`src/hdl/ail_pkg.sv`:
```
// Constants for the access interlock logic
package ail_pkg;
  // Access state encodings
  localparam logic [1:0] ACC_NO = 2'h0;
  localparam logic [1:0] ACC_RESTRICTED = 2'h1;
  localparam logic [1:0] ACC_CONTROLLED = 2'h2;
  localparam logic [1:0] ACC_PERMITTED = 2'h3;
  // Timing
  localparam int CLK_HZ = 50000000;
  localparam int WARN_SECONDS = 120;
  localparam int RESP_MS = 100;
  localparam longint WARN_CYCLES = longint'(WARN_SECONDS) * longint'(CLK_HZ);
  localparam int RESP_CYCLES = RESP_MS * (CLK_HZ / 1000);
  // Search sequence states
  typedef enum logic [1:0] {AIL_S_IDLE, AIL_S_PRESET, AIL_S_PROGRESS, AIL_S_DONE} ail_search_t;
endpackage

```
`src/hdl/ail_access_interlock.sv`:
```
// Access interlock logic: access states, search, warnings and permissives
`timescale 1ns/1ps

// Summary of operation
// Stopper fault drops up-beam permission during entry
// Tripped permission stays off until operator reset
// Lost security outside permitted access needs new search before reset
// Search preset, progress, complete then warnings
// Lights flash two minutes then dim
// Enables follow door, key and e-off state; keys_all_in feeds only secure, not hazard_perm or beam_perm
// Two in/off signals per stopper for entry
// Violation drops all beam and hazard permissions
// Two permissives per stopper, both dropped
// Burst chamber rupture kills all beams
// Four access states, optional two-state build
// No access allows beam and hazards
// Restricted allows hazards, not beam
// Controlled returns to no access unsearched
// Permitted access needs no new search before enabling
// Key test holds up-beam stoppers inserted
// Key test full lights, key release blocked once team entered
// Two-state secure needs search, closure, timer
// Either chain trip kills beam and hazards
// Remote command needs hardwired enable too
// Momentary trips latch until operator reset
// Unsafe inputs and reset withdraw all permissives
module ail_access_interlock #(
  parameter int N_STOP = 3,
  parameter bit FOUR_STATE = 1'b1,
  parameter longint WARN_CYC = ail_pkg::WARN_CYCLES
) (
  input wire logic clk,
  input wire logic srst,
  input wire logic doors_closed_a,
  input wire logic doors_closed_b,
  input wire logic eoff_ok_a,
  input wire logic eoff_ok_b,
  input wire logic emerg_entry_ok,
  input wire logic keys_all_in,
  input wire logic burst_ok,
  input wire logic [N_STOP-1:0] stop_in_a,
  input wire logic [N_STOP-1:0] stop_in_b,
  input wire logic [N_STOP-1:0] stop_ok,
  input wire logic search_preset_btn,
  input wire logic search_reset_local,
  input wire logic search_reset_ctrl,
  input wire logic intlk_reset_btn,
  input wire logic remote_cmd_valid,
  input wire logic [1:0] remote_cmd_state,
  input wire logic remote_hw_enable,
  input wire logic panel_cmd_valid,
  input wire logic [1:0] panel_cmd_state,
  input wire logic key_test_req,
  input wire logic key_release_req,
  input wire logic latch_release_req,
  input wire logic team_entered,
  input wire logic warn_start,
  output logic [1:0] access_state,
  output logic [1:0] search_step,
  output logic [N_STOP-1:0] stop_perm_a,
  output logic [N_STOP-1:0] stop_perm_b,
  output logic hazard_perm,
  output logic beam_perm,
  output logic key_release,
  output logic latch_release,
  output logic lights_flash,
  output logic lights_dim,
  output logic lights_full,
  output logic audio_warn,
  output logic secure,
  output logic trip_latched,
  output logic search_needed,
  output logic key_test_active
);
  // Shared state, declared ahead of every reader
  logic [1:0] state;
  ail_pkg::ail_search_t search;
  logic kt;

  // ****************************************
  // Input synchronisers
  // ****************************************
  // One flat vector keeps both stages of every input but the command words and remote strobe in step
  localparam int NI = 10 + 3 * N_STOP + 8;
  logic [NI-1:0] raw, s1, s2;
  assign raw = {doors_closed_a, doors_closed_b, eoff_ok_a, eoff_ok_b, emerg_entry_ok, keys_all_in, burst_ok,
                search_preset_btn, search_reset_local, search_reset_ctrl, stop_in_a, stop_in_b, stop_ok,
                intlk_reset_btn, remote_hw_enable, key_test_req, key_release_req, latch_release_req,
                team_entered, warn_start, panel_cmd_valid};

  always_ff @(posedge clk) begin
    if (srst) begin
      s1 <= '0;
      s2 <= '0;
    end else begin
      s1 <= raw;
      s2 <= s1;
    end
  end

  wire d_a = s2[NI-1];
  wire d_b = s2[NI-2];
  wire e_a = s2[NI-3];
  wire e_b = s2[NI-4];
  wire emg = s2[NI-5];
  wire keys = s2[NI-6];
  wire bok = s2[NI-7];
  wire sp = s2[NI-8];
  wire srl = s2[NI-9];
  wire src = s2[NI-10];
  wire [N_STOP-1:0] sa = s2[NI-11 -: N_STOP];
  wire [N_STOP-1:0] sb = s2[NI-11-N_STOP -: N_STOP];
  wire [N_STOP-1:0] sk = s2[NI-11-2*N_STOP -: N_STOP];
  wire irst = s2[7];
  wire hwen = s2[6];
  wire ktr = s2[5];
  wire krr = s2[4];
  wire lrr = s2[3];
  wire team = s2[2];
  wire wst = s2[1];
  wire pcv = s2[0];

  // Command words are assumed held stable while the strobe is up
  logic [1:0] rcs1, rcs2, pcs1, pcs2;
  logic rcv1, rcv2;

  always_ff @(posedge clk) begin
    if (srst) begin
      rcs1 <= 2'h0;
      rcs2 <= 2'h0;
      pcs1 <= 2'h0;
      pcs2 <= 2'h0;
      rcv1 <= 1'b0;
      rcv2 <= 1'b0;
    end else begin
      rcs1 <= remote_cmd_state;
      rcs2 <= rcs1;
      pcs1 <= panel_cmd_state;
      pcs2 <= pcs1;
      rcv1 <= remote_cmd_valid;
      rcv2 <= rcv1;
    end
  end

  // ****************************************
  // Chains, trips and violation
  // ****************************************
  // Each chain sees one of the duplicated contacts; low input counts as unsafe
  wire chain_a_ok = d_a & e_a & emg; // see R19
  wire chain_b_ok = d_b & e_b & emg;
  wire chains_ok = chain_a_ok & chain_b_ok;

  wire sec_loss = ~(d_a & d_b) | ~(e_a & e_b) | ~emg;
  wire stoppers_in = &(sa & sb);
  // Beam runs with stoppers out, so only damage counts here
  wire stoppers_ok = &sk;
  // A burst chamber alarm latches like a chain trip
  wire trip_cause = ~chains_ok | ~bok; // see R02
  logic trip, need_search;
  // Clear only when the fault has gone, so an active trip always wins
  wire reset_ok = irst & ~trip_cause & ~need_search; // see R02

  always_ff @(posedge clk) begin
    if (srst) begin
      trip <= 1'b1;
      need_search <= 1'b1;
    end else begin
      if (trip_cause) begin
        trip <= 1'b1;
      end else if (reset_ok) begin
        trip <= 1'b0;
      end
      if (sec_loss & (state != ail_pkg::ACC_PERMITTED)) begin
        need_search <= 1'b1;
      end else if (search == ail_pkg::AIL_S_DONE) begin
        need_search <= 1'b0;
      end
    end
  end

  // ****************************************
  // Access state
  // ****************************************
  wire rem_ok = rcv2 & hwen;
  wire cmd_v = rem_ok | pcv;
  wire [1:0] cmd_s = pcv ? pcs2 : rcs2;
  wire cmd_legal = FOUR_STATE | (cmd_s == ail_pkg::ACC_NO) | (cmd_s == ail_pkg::ACC_PERMITTED);
  wire to_entry = (cmd_s == ail_pkg::ACC_CONTROLLED) | (cmd_s == ail_pkg::ACC_PERMITTED);
  // Controlled may go back to no access without a fresh search
  wire raise_ok = (state == ail_pkg::ACC_CONTROLLED) ? ~trip : (~need_search & ~trip); // see R14
  wire cmd_ok = cmd_v & cmd_legal & (to_entry ? stoppers_in : raise_ok) & ~(kt & to_entry); // see R07
  // A pending entry request withdraws beam so the stoppers go in first
  wire entry_req = cmd_v & cmd_legal & to_entry & ((state == ail_pkg::ACC_NO) | (state == ail_pkg::ACC_RESTRICTED));

  always_ff @(posedge clk) begin
    if (srst) begin
      state <= ail_pkg::ACC_PERMITTED;
    end else if (cmd_ok) begin
      state <= cmd_s;
    end
  end

  // ****************************************
  // Search sequence and key test
  // ****************************************
  wire both_reset = srl & src;

  always_ff @(posedge clk) begin
    if (srst) begin
      search <= ail_pkg::AIL_S_IDLE;
    end else begin
      case (search)
        ail_pkg::AIL_S_IDLE: if (sp & need_search) search <= ail_pkg::AIL_S_PRESET;
        ail_pkg::AIL_S_PRESET: search <= ail_pkg::AIL_S_PROGRESS;
        ail_pkg::AIL_S_PROGRESS: if (both_reset & e_a & e_b & emg) search <= ail_pkg::AIL_S_DONE;
        ail_pkg::AIL_S_DONE: search <= ail_pkg::AIL_S_IDLE;
        default: search <= ail_pkg::AIL_S_IDLE;
      endcase
    end
  end

  always_ff @(posedge clk) begin
    if (srst) begin
      kt <= 1'b0;
    end else begin
      kt <= ktr & (state == ail_pkg::ACC_RESTRICTED) & stoppers_in;
    end
  end

  // ****************************************
  // Warning timer
  // ****************************************
  // Long count; the parameter lets simulation shorten it
  // Any drop out of a raised state or a trip clears the warning until the next start
  logic [37:0] wcnt;
  logic warn_run, warn_done;
  wire raised = (state == ail_pkg::ACC_NO) | (state == ail_pkg::ACC_RESTRICTED);
  always_ff @(posedge clk) begin
    if (srst | ~raised | trip) begin
      wcnt <= 38'h0;
      warn_run <= 1'b0;
      warn_done <= 1'b0;
    end else if (wst & ~warn_run & ~warn_done) begin
      warn_run <= 1'b1;
    end else if (warn_run) begin
      if (wcnt == 38'(WARN_CYC - 1)) begin
        warn_run <= 1'b0;
        warn_done <= 1'b1;
      end else begin
        wcnt <= wcnt + 38'h1;
      end
    end
  end

  // ****************************************
  // Permissives and outputs
  // ****************************************
  wire base_ok = chains_ok & ~trip & ~need_search & bok & warn_done; // see R04 see R08 see R10
  wire beam_ok = base_ok & (state == ail_pkg::ACC_NO) & stoppers_ok & ~kt & ~entry_req; // see R01 see R12
  // Output decoding, registered below
  wire next_key_release = krr & (state == ail_pkg::ACC_CONTROLLED | kt) & stoppers_in & ~(kt & team);
  wire next_latch_release = lrr & ~raised & stoppers_in;
  wire next_flash = warn_run & ~kt;
  wire next_dim = warn_done & ~kt;
  wire next_full = kt | ~raised;
  wire next_secure = ~need_search & ~trip & chains_ok & warn_done & keys;

  wire haz_ok = chains_ok & ~trip & ~need_search & raised; // see R13 see R15
  wire [N_STOP-1:0] next_perm = {N_STOP{beam_ok}};
  always_ff @(posedge clk) begin
    if (srst) begin
      stop_perm_a <= '0;
      stop_perm_b <= '0;
      hazard_perm <= 1'b0;
      beam_perm <= 1'b0;
      key_release <= 1'b0;
      latch_release <= 1'b0;
      lights_flash <= 1'b0;
      lights_dim <= 1'b0;
      lights_full <= 1'b1;
      audio_warn <= 1'b0;
      secure <= 1'b0;
    end else begin
      stop_perm_a <= next_perm;
      stop_perm_b <= next_perm;
      hazard_perm <= haz_ok;
      beam_perm <= beam_ok;
      key_release <= next_key_release;
      latch_release <= next_latch_release;
      lights_flash <= next_flash;
      lights_dim <= next_dim;
      lights_full <= next_full;
      audio_warn <= warn_run;
      secure <= next_secure;
    end
  end

  assign access_state = state;
  assign search_step = search;
  assign trip_latched = trip;
  assign search_needed = need_search;
  assign key_test_active = kt;
endmodule

```
`config.mk`:
```
export PLATFORM = sky130hd
export DESIGN_NAME = ail_access_interlock
export DESIGN_NICKNAME = d
export VERILOG_FILES = /design/src/hdl/ail_pkg.sv /design/src/hdl/ail_access_interlock.sv
export SDC_FILE = /design/constraint.sdc
export NUM_CORES = 1
export LEC_CHECK = 0
export ABC_AREA = 1
export ABC_CLOCK_PERIOD_IN_PS = 2200
export BUFFER_PORTS_ARGS = -buffer_cell sky130_fd_sc_hd__buf_2
export CAP_MARGIN = 5
export CORE_ASPECT_RATIO = 0.7
export CORE_MARGIN = 2
export CORE_UTILIZATION = 55
export DETAILED_ROUTE_END_ITERATION = 6
export GPL_ROUTABILITY_DRIVEN = 0
export PLACE_DENSITY = 0.74
export SYNTH_ARGS = -nofsm -noshare
export SYNTH_HDL_FRONTEND = slang
export SYNTH_SLANG_ARGS = --single-unit
```
`constraint.sdc`:
```
create_clock -name clk -period 2.2 [get_ports clk]
set_clock_uncertainty 0.1 [all_clocks]
set_input_delay 0.22 -clock clk [delete_from_list [all_inputs] [get_ports clk]]
set_output_delay 0.22 -clock clk [all_outputs]
set_load 0.05 [all_outputs]
```
==> results of run 1 <==
layout make-up:
type	count	area (sq um)
inverters	125	469.2
repair buffers	99	685.7
clock buffers	18	439.2
clock inverters	14	187.7
fillers	713	2589
multi-input cells	495	2283
flip-flops and latches	120	2402
well taps	124	155.1
diodes	2	5.005
state kept, by name, indices dropped and copies added (netlist names), 2 cells and up:
register / cells
search_step: 2
pcs2: 2
rcs2: 2
pcs1: 2
s1: 27
s2: 27
wcnt: 38
rcs1: 2
access_state: 2
synth_stat cells (all sizes together):
master and instances:
ha 4, buf 17, nor3b 1, o21ai 8, dfxtp 120, nor3 4, inv 125, and3 1
nand2 184, a21oi 27, nor2 176, or2 1, mux2 1, nand3b 2, clkbuf 13, xnor2 2
o2111ai 1, nand4 21, xor2 13, nand3 46, nor4 1, o211ai 2
power by group:
| part | internal [uW] | switching [uW] |
|---|---|---|
| combinational | 119 | 178 |
| clock | 1850 | 1070 |
| sequential | 2250 | 31.5 |
| total | 4210 | 1280 |
layout by cell type, fill, tap and decap left out, types with 12 or more instances in the layout:
cell type and instances:
a21oi_1 17, buf_2 55, buf_4 12, clkbuf_16 17
dfxtp_1 120, dlygate4sd3_1 32, inv_1 124, nand2_1 173
nand3_1 45, nand4_1 21, nor2_1 168, xor2_1 13
logic make-up (layout without fill, tap and decap cells):
group | after synthesis | in the layout | synth area share
AOI/OAI and AO/OA | 38 | 38 | 0.04456
DFF | 120 | 120 | 0.4527
and+or+nand+nor | 437 | 437 | 0.3480
muxes | 1 | 1 | 0.002122
adders and majority gates | 4 | 4 | 0.009432
xor gates and xnor gates | 15 | 15 | 0.02476
other | 0 | 2 | 0
buffers and inverters | 155 | 256 | 0.1184
metrics by stage:
step	worst slack (ps)	power [uW]	utilization
4_1_cts	155.5	5502	0.7178
5_1_grt	12.58	5663	0.7186
6_report	173.4	5487	0.7191
3_5_place_dp	176.0	2569	0.6150
3_3_place_gp	299.0	2553	0.6150
2_1_floorplan	374.3	2489	-
per-layer routing:
layer	global-route usage	wire, microns	vias up
met5	0	0	-
met4	0.09927	207	0
met3	0.05789	1044	18
met2	0.4316	6079	216
met1	0.3605	6083	2245
li1	-	-	2511
critical path: cells and delay by family, from the launching register on:
kind | cells | cell delay (ps)
flip-flops | 1 | 450
buffers and inverters | 1 | 40
AND/OR/NAND/NOR | 9 | 1380
how the worst max path moves through the flow:
| stage | from | to | cells after the start |
|---|---|---|---|
| 2_1_floorplan | access_state[1] | wcnt[31] | 6 |
| 3_3_place_gp | wcnt[0] | wcnt[29] | 10 |
| 3_5_place_dp | wcnt[0] | wcnt[29] | 10 |
| 4_1_cts | wcnt[0] | wcnt[29] | 10 |
| 5_1_grt | wcnt[2] | wcnt[35] | 10 |
| 6_report | wcnt[2] | wcnt[35] | 10 |
timing repair:
item,in CTS,in global routing
endpoints found under the setup margin,0,4
hold buffers,32,0
hold endpoints to repair,32,0
resized for setup,0,2
==> results.json, run 1 <==
{
  "outcome": "complete, no violations",
  "reg2reg_to": "wcnt[35]",
  "cp_slowest_cell": "dfxtp_1",
  "antenna_found_initial": 0,
  "die_w_microns": 121.4,
  "finalHoldViolations": 0,
  "core_sq_um": 9216,
  "gr-usage-all-layers": 0.2689,
  "drive_above_1_share": 0.1515,
  "cts_setup_buffers": 0,
  "min_from": "srst",
  "holdPathEnd": "key_test_active",
  "viasPerCell": 5.005,
  "synthCells": 770,
  "wire_per_inst_microns": 13.45,
  "cts.reportedPaths.clkPinSlew_ps": 60,
  "dr.pass1.iters": 5,
  "die_area_sq_um": 10460,
  "overflow": 0,
  "min_path_cells": 4,
  "die_y_microns": 86.18,
  "path_class": "reg2reg",
  "setup_tns_ps": 0,
  "rr_worst_depth": 10,
  "antenna_left": 0,
  "grt_max_degree": 70,
  "synth_area_leader_cell": "dfxtp_1",
  "min_period_ps": 2027,
  "rsz0062_at_grt": "no",
  "yosys.area.top_type_share": 0.4527,
  "grt_pass1_wl_microns": 21940,
  "yosys_warnings": 0,
  "ys_top_cells_by_area": "dfxtp_1 45%, nand2_1 12%, nor2_1 12%",
  "crit_arrival_ps": 2270,
  "syn_nets": 808,
  "dp_cells": 931,
  "cpPeakStageDelay_ps": 450,
  "io_pins": 56,
  "tightest_slew_ps": 646.8,
  "via_count": 4990,
  "io_buffers": 55,
  "max_freq_mhz": 493.4,
  "numCtsBuffers": 17,
  "synth_area_sq_um": 5306,
  "crit_required_ps": 2450,
  "area_growth_pct": 24.90,
  "static-leakage-power_uw": 0.002805,
  "htree_levels": 4,
  "clockBufferDepth": 2,
  "setup_viol": 0,
  "start_kind": "flip-flop",
  "p_per_area_nw_per_um2": 827.9,
  "dpl_cell_area_sq_um": 5668,
  "fin_cells": 997,
  "drt-total-wl_microns": 13410,
  "place_hpwl_microns": 8728,
  "cts_root_buf": "clkbuf_16",
  "critPathMaxFanout": 6,
  "slew-limit-headroom": 0.5688,
  "setup.worst_path.end_class": "flip-flop",
  "cts_tree": "done",
  "critical-path-top-cell-by-count": "nand2_1",
  "post-route-period-util": 0.9212,
  "ir_drop_mv": 0.6761,
  "cap_violations": 0,
  "syn_area_per_cell_sq_um": 6.891,
  "hp-class": "in2reg",
  "drv_slew": 0,
  "nNetsFinal": 896,
  "r2r_setup_slack_ps": 170,
  "ys_seq_elements": 120,
  "holdWs_ps": 24.47,
  "synth.distinct_cells": 33,
  "clkLatencyLatePin_ps": 410,
  "synth-seq-area-share": 0.4527,
  "design_area_sq_um": 6628,
  "drc": 0,
  "clkSinkCount": 120,
  "std_cell_rows": 29,
  "drtIter0Drc": 587,
  "r2r-start": "wcnt[2]",
  "grt_pass1_vias": 4597,
  "start_util": 0.5758,
  "path_cells": "nand2_1 -> nor2_1 -> nand2_1 -> nor2_2 -> nand2_1 -> nor2_1 -> nand3_1 -> nand2_1 -> inv_1 -> nor2_1"
}
(Power assumes the default switching activity.)
==> run 2: changes to the inputs <==
CELL_PAD_IN_SITES_DETAIL_PLACEMENT = 0   (was unset)
CELL_PAD_IN_SITES_GLOBAL_PLACEMENT = 1   (was unset)
CORE_UTILIZATION = 42   (was 55)
PLACE_DENSITY = 0.78   (was 0.74)
==> results.json, run 2 (synthesis gave the netlist of run 1 again) <==
{
  "nNetsFinal": 895,
  "drc": 0,
  "largest_reg_flops": 38,
  "cts_setup_buffers": 0,
  "min_from": "s1[18]",
  "start_kind": "flip-flop",
  "dr.pass1.iters": 4,
  "cpPeakStageDelay_ps": 380,
  "finalHoldViolations": 0,
  "std_cell_rows": 34,
  "tightest_slew_ps": 635.7,
  "wire_per_inst_microns": 12.39,
  "antenna_found_initial": 0,
  "largest-register": "wcnt",
  "r2r_setup_slack_ps": 240,
  "min_period_ps": 1956,
  "post-route-period-util": 0.8892,
  "gr-usage-all-layers": 0.1966,
  "postLayoutCoreUtil": 0.5378,
  "cts_tree": "done",
  "path_class": "reg2reg",
  "die_y_microns": 98.04,
  "drv_slew": 0,
  "io_pins": 56,
  "setup.worst_path.end_class": "flip-flop",
  "grt_max_degree": 70,
  "crit_start": "wcnt[0]",
  "crit_required_ps": 2400,
  "rsz0062_at_grt": "no",
  "die_w_microns": 138.3,
  "cts.reportedPaths.clkPinSlew_ps": 60,
  "area_growth_pct": 25.47,
  "dp_slack_ps": 182.2,
  "num_antenna_cells": 0,
  "drive_above_1_share": 0.1506,
  "grt_pass1_wl_microns": 21480,
  "place_hpwl_microns": 9050,
  "slew-limit-headroom": 0.5762,
  "max_freq_mhz": 511.2,
  "static-leakage-power_uw": 0.002798,
  "setup_tns_ps": 0,
  "overflow": 0,
  "numCtsBuffers": 17,
  "cp_slowest_cell": "dfxtp_1",
  "htree_levels": 4,
  "final_cell_mix": "173 x nand2_1, 167 x nor2_1, 124 x inv_1",
  "core_sq_um": 12380,
  "drtIter0Drc": 315,
  "cts_root_buf": "clkbuf_16",
  "start_util": 0.4286,
  "grt_pass1_vias": 4427,
  "top_regs": "wcnt x38, s1 x27, s2 x27",
  "setup_ws_ps": 243.7,
  "setup_viol": 0,
  "antenna_left": 0,
  "ir_drop_mv": 0.6104,
  "clkSinkCount": 120,
  "clockBufferDepth": 2,
  "via_count": 4736,
  "die_area_sq_um": 13560,
  "critPathMaxFanout": 36,
  "path_cells": "ha_1 -> nand2_2 -> nor2_4 -> nand2_2 -> nor2_4 -> nand3_4 -> buf_4 -> nand3_1 -> nand2_1 -> nand2_1 -> nor2_1",
  "io_buffers": 55,
  "viasPerCell": 4.589,
  "hp-class": "reg2reg",
  "crit_arrival_ps": 2160,
  "p_per_area_nw_per_um2": 809.7,
  "final_common_cell": "nand2_1",
  "cap_violations": 0,
  "clkLatencyLatePin_ps": 410,
  "drt-total-wl_microns": 12790,
  "r2r-start": "wcnt[0]",
  "outcome": "complete, no violations"
}
run 2: changes by cell type in the layout (fill, tap and decap cells not counted):
cell           change
inv_8              +1
bufinv_16          -1
dlygate4sd3_1      +1
clkbuf_8           -1
buf_12             +1
clkinvlp_4         -1
nor2_2             +1
inv_6              +2
diode_2            -2
nor2_1             -1
buf_4              -3
run 2: metrics by stage:
stage / area, sq um / total power (uW) / cells / hold slack (ps)
after floorplan: 5306 / 2489 / 770 / 227.0
after global placement: 5713 / 2557 / 967 / 289.8
after detailed placement: 5713 / 2569 / 967 / 292.4
after CTS: 6648 / 5441 / 1032 / 300.5
after global routing: 6658 / 5584 / 1032 / 311.0
final: 6658 / 5391 / 1032 / 301.6
run 2: power by group:
group	switching (uW)	internal, uW	total [uW]
registers	32.3	2240	2280
logic	169	120	289
clock network	1110	1720	2820
total	1310	4080	5390
run 2: final cells by class:
type	instances	area, sq um
fillers	1166	5722
flip-flops and latches	120	2402
multi-input cells	495	2286
repair buffers	98	693.2
inverters	125	469.2
clock buffers	17	425.4
well taps	162	202.7
clock inverters	15	178.9
run 2: timing repair:
| action | in CTS | in global routing |
|---|---|---|
| hold endpoints to repair | 33 | 0 |
| setup endpoints to repair | 0 | 10 |
| resized for setup | 0 | 3 |
| hold buffers | 33 | 0 |
run 2: worst max-delay path: cells and delay by family (launching register included):
kind / cells / cell delay (ps)
adder cells (fa/ha/maj): 1 / 210
buffers and inverters: 1 / 270
flip-flops: 1 / 380
AND/OR/NAND/NOR: 9 / 900
run 2: routing by layer:
metal	part of all wire	wire length (microns)	track usage	vias to the layer above
met4	0.0072	92	0.04945	0
met1	0.52	6710	0.2796	2143
li1	-	-	-	2508
met3	0.041	527	0.04414	11
met2	0.43	5459	0.3046	74
met5	0	0	0	-
run 2: worst paths after layout:
check	end	depth (start not counted)
max	wcnt[8]	11
min	s2[18]	2
max reg2reg	wcnt[8]	11
min reg2reg	s2[18]	2
==> run 3: changes to the inputs <==
MAX_ROUTING_LAYER = met4   (was unset)
==> results.json, run 3 (synthesis gave the netlist of run 1 again) <==
{
  "outcome": "complete, no violations",
  "largest-register": "wcnt",
  "reg2reg_to": "wcnt[8]",
  "path_class": "reg2reg",
  "num_antenna_cells": 0,
  "antenna_found_initial": 0,
  "area_growth_pct": 25.47,
  "clockBufferDepth": 2,
  "tightest_slew_ps": 634.7,
  "top_regs": "wcnt x38, s1 x27, s2 x27",
  "crit_path_end": "wcnt[8]",
  "finalHoldViolations": 0,
  "drt-total-wl_microns": 12760,
  "core_sq_um": 12380,
  "start_util": 0.4286,
  "wire_per_inst_microns": 12.37,
  "post-route-period-util": 0.8902,
  "numCtsBuffers": 17,
  "r2r_setup_slack_ps": 240,
  "cpPeakStageDelay_ps": 380,
  "cts_tree": "done",
  "r2r-start": "wcnt[27]",
  "cts.reportedPaths.clkPinSlew_ps": 60,
  "slew-limit-headroom": 0.5768,
  "cts_root_buf": "clkbuf_16",
  "setup_viol": 0,
  "htree_levels": 4,
  "crit_required_ps": 2410,
  "rr_worst_depth": 11,
  "setup_tns_ps": 0,
  "clkLatencyLatePin_ps": 410,
  "drtIter0Drc": 324,
  "grt_pass1_vias": 4423,
  "crit_arrival_ps": 2170,
  "grt_pass1_wl_microns": 21470,
  "cp_slowest_cell": "dfxtp_1",
  "nNetsFinal": 895,
  "cap_violations": 0,
  "globalRouteMet1Util": 0.2799,
  "largest_reg_flops": 38,
  "dr.pass1.iters": 4,
  "io_buffers": 55,
  "start_kind": "flip-flop",
  "die_area_sq_um": 13560,
  "final_common_cell": "nand2_1",
  "cts_setup_buffers": 0,
  "grtUsageMet3": 0.04414,
  "max_freq_mhz": 510.6,
  "via_count": 4725,
  "ir_drop_mv": 0.6189,
  "hp-class": "reg2reg",
  "setup_ws_ps": 241.6,
  "min_period_ps": 1958,
  "gr-usage-all-layers": 0.2028,
  "critPathMaxFanout": 36,
  "io_pins": 56,
  "grt_max_degree": 70,
  "drv_slew": 0,
  "met2_usage": 0.3046,
  "clkSinkCount": 120,
  "top_usage_layer": "met2",
  "static-leakage-power_uw": 0.002798,
  "holdWs_ps": 301.3,
  "die_w_microns": 138.3,
  "antenna_left": 0,
  "drive_above_1_share": 0.1506,
  "setup.worst_path.end_class": "flip-flop",
  "rsz0062_at_grt": "no",
  "die_y_microns": 98.04,
  "final_cell_mix": "173 x nand2_1, 167 x nor2_1, 124 x inv_1",
  "viasPerCell": 4.578,
  "drc": 0,
  "p_per_area_nw_per_um2": 809.9,
  "overflow": 0,
  "n_fill_cell": 1166,
  "path_cells": "inv_1 -> nand2_1 -> nor2_1 -> nand2_1 -> nor2_1 -> nand3_4 -> buf_4 -> nand3_1 -> nand2_1 -> nand2_1 -> nor2_1",
  "critical-path-top-cell-by-count": "nand2_1",
  "dp_slack_ps": 182.2,
  "std_cell_rows": 34,
  "place_hpwl_microns": 9050,
  "crit_start": "wcnt[27]"
}
## run 3: cell counts in the layout (fill, tap and decap cells not counted)
No cell type changed its count.
## run 3: power breakdown
part / switching, uW / total [uW] / internal (uW)
sequential: 32.5 / 2280 / 2240
combinational: 169 / 289 / 120
clock: 1110 / 2830 / 1720
total: 1310 / 5390 / 4080
## run 3: how the worst min path moves through the flow
stage                       start  endpoint  slack, ps  cells after the start
3_5_place_dp               s1[18]    s2[18]        290                      2
3_3_place_gp               s1[26]    s2[26]        290                      2
4_1_cts                    s1[18]    s2[18]        300                      2
5_1_grt                    s1[25]    s2[25]        310                      2
6_report                   s1[18]    s2[18]        300                      2
2_1_floorplan  panel_cmd_state[0]   pcs1[0]        230                      2
## run 3: layout make-up
class | instances | area (sq um) | area share
clock inverters | 15 | 178.9 | 0.02687
clock buffers | 17 | 425.4 | 0.06390
multi-input cells | 495 | 2286 | 0.3434
repair buffers | 98 | 693.2 | 0.1041
inverters | 125 | 469.2 | 0.07048
well taps | 162 | 202.7 | 0.03045
flip-flops and latches | 120 | 2402 | 0.3608
## run 3: repair_timing
| item | 4_1_cts | 5_1_grt |
|---|---|---|
| hold buffers | 33 | 0 |
| resized for setup | 0 | 3 |
| setup endpoints to repair | 0 | 10 |
| hold endpoints to repair | 33 | 0 |
## run 3: worst max-delay path, delay by kind of cell (launching register included)
family / cells / cell delay [ps]
AND/OR/NAND/NOR: 9 / 950
buffers and inverters: 2 / 440
flip-flops: 1 / 380
## run 3: routing by layer
layer / part of all wire / vias up
met5: 0 / -
met4: 0.0087 / 0
li1: - / 2508
met2: 0.43 / 81
met1: 0.53 / 2123
met3: 0.040 / 13
## run 3: through the flow
step           instance area [sq um]    util  std cells  power (uW)
2_1_floorplan                   5306       -        770        2489
5_1_grt                         6658  0.5378       1032        5584
3_3_place_gp                    5713  0.4615        967        2557
3_5_place_dp                    5713  0.4615        967        2569
4_1_cts                         6648  0.5370       1032        5441
6_report                        6658  0.5378       1032        5392
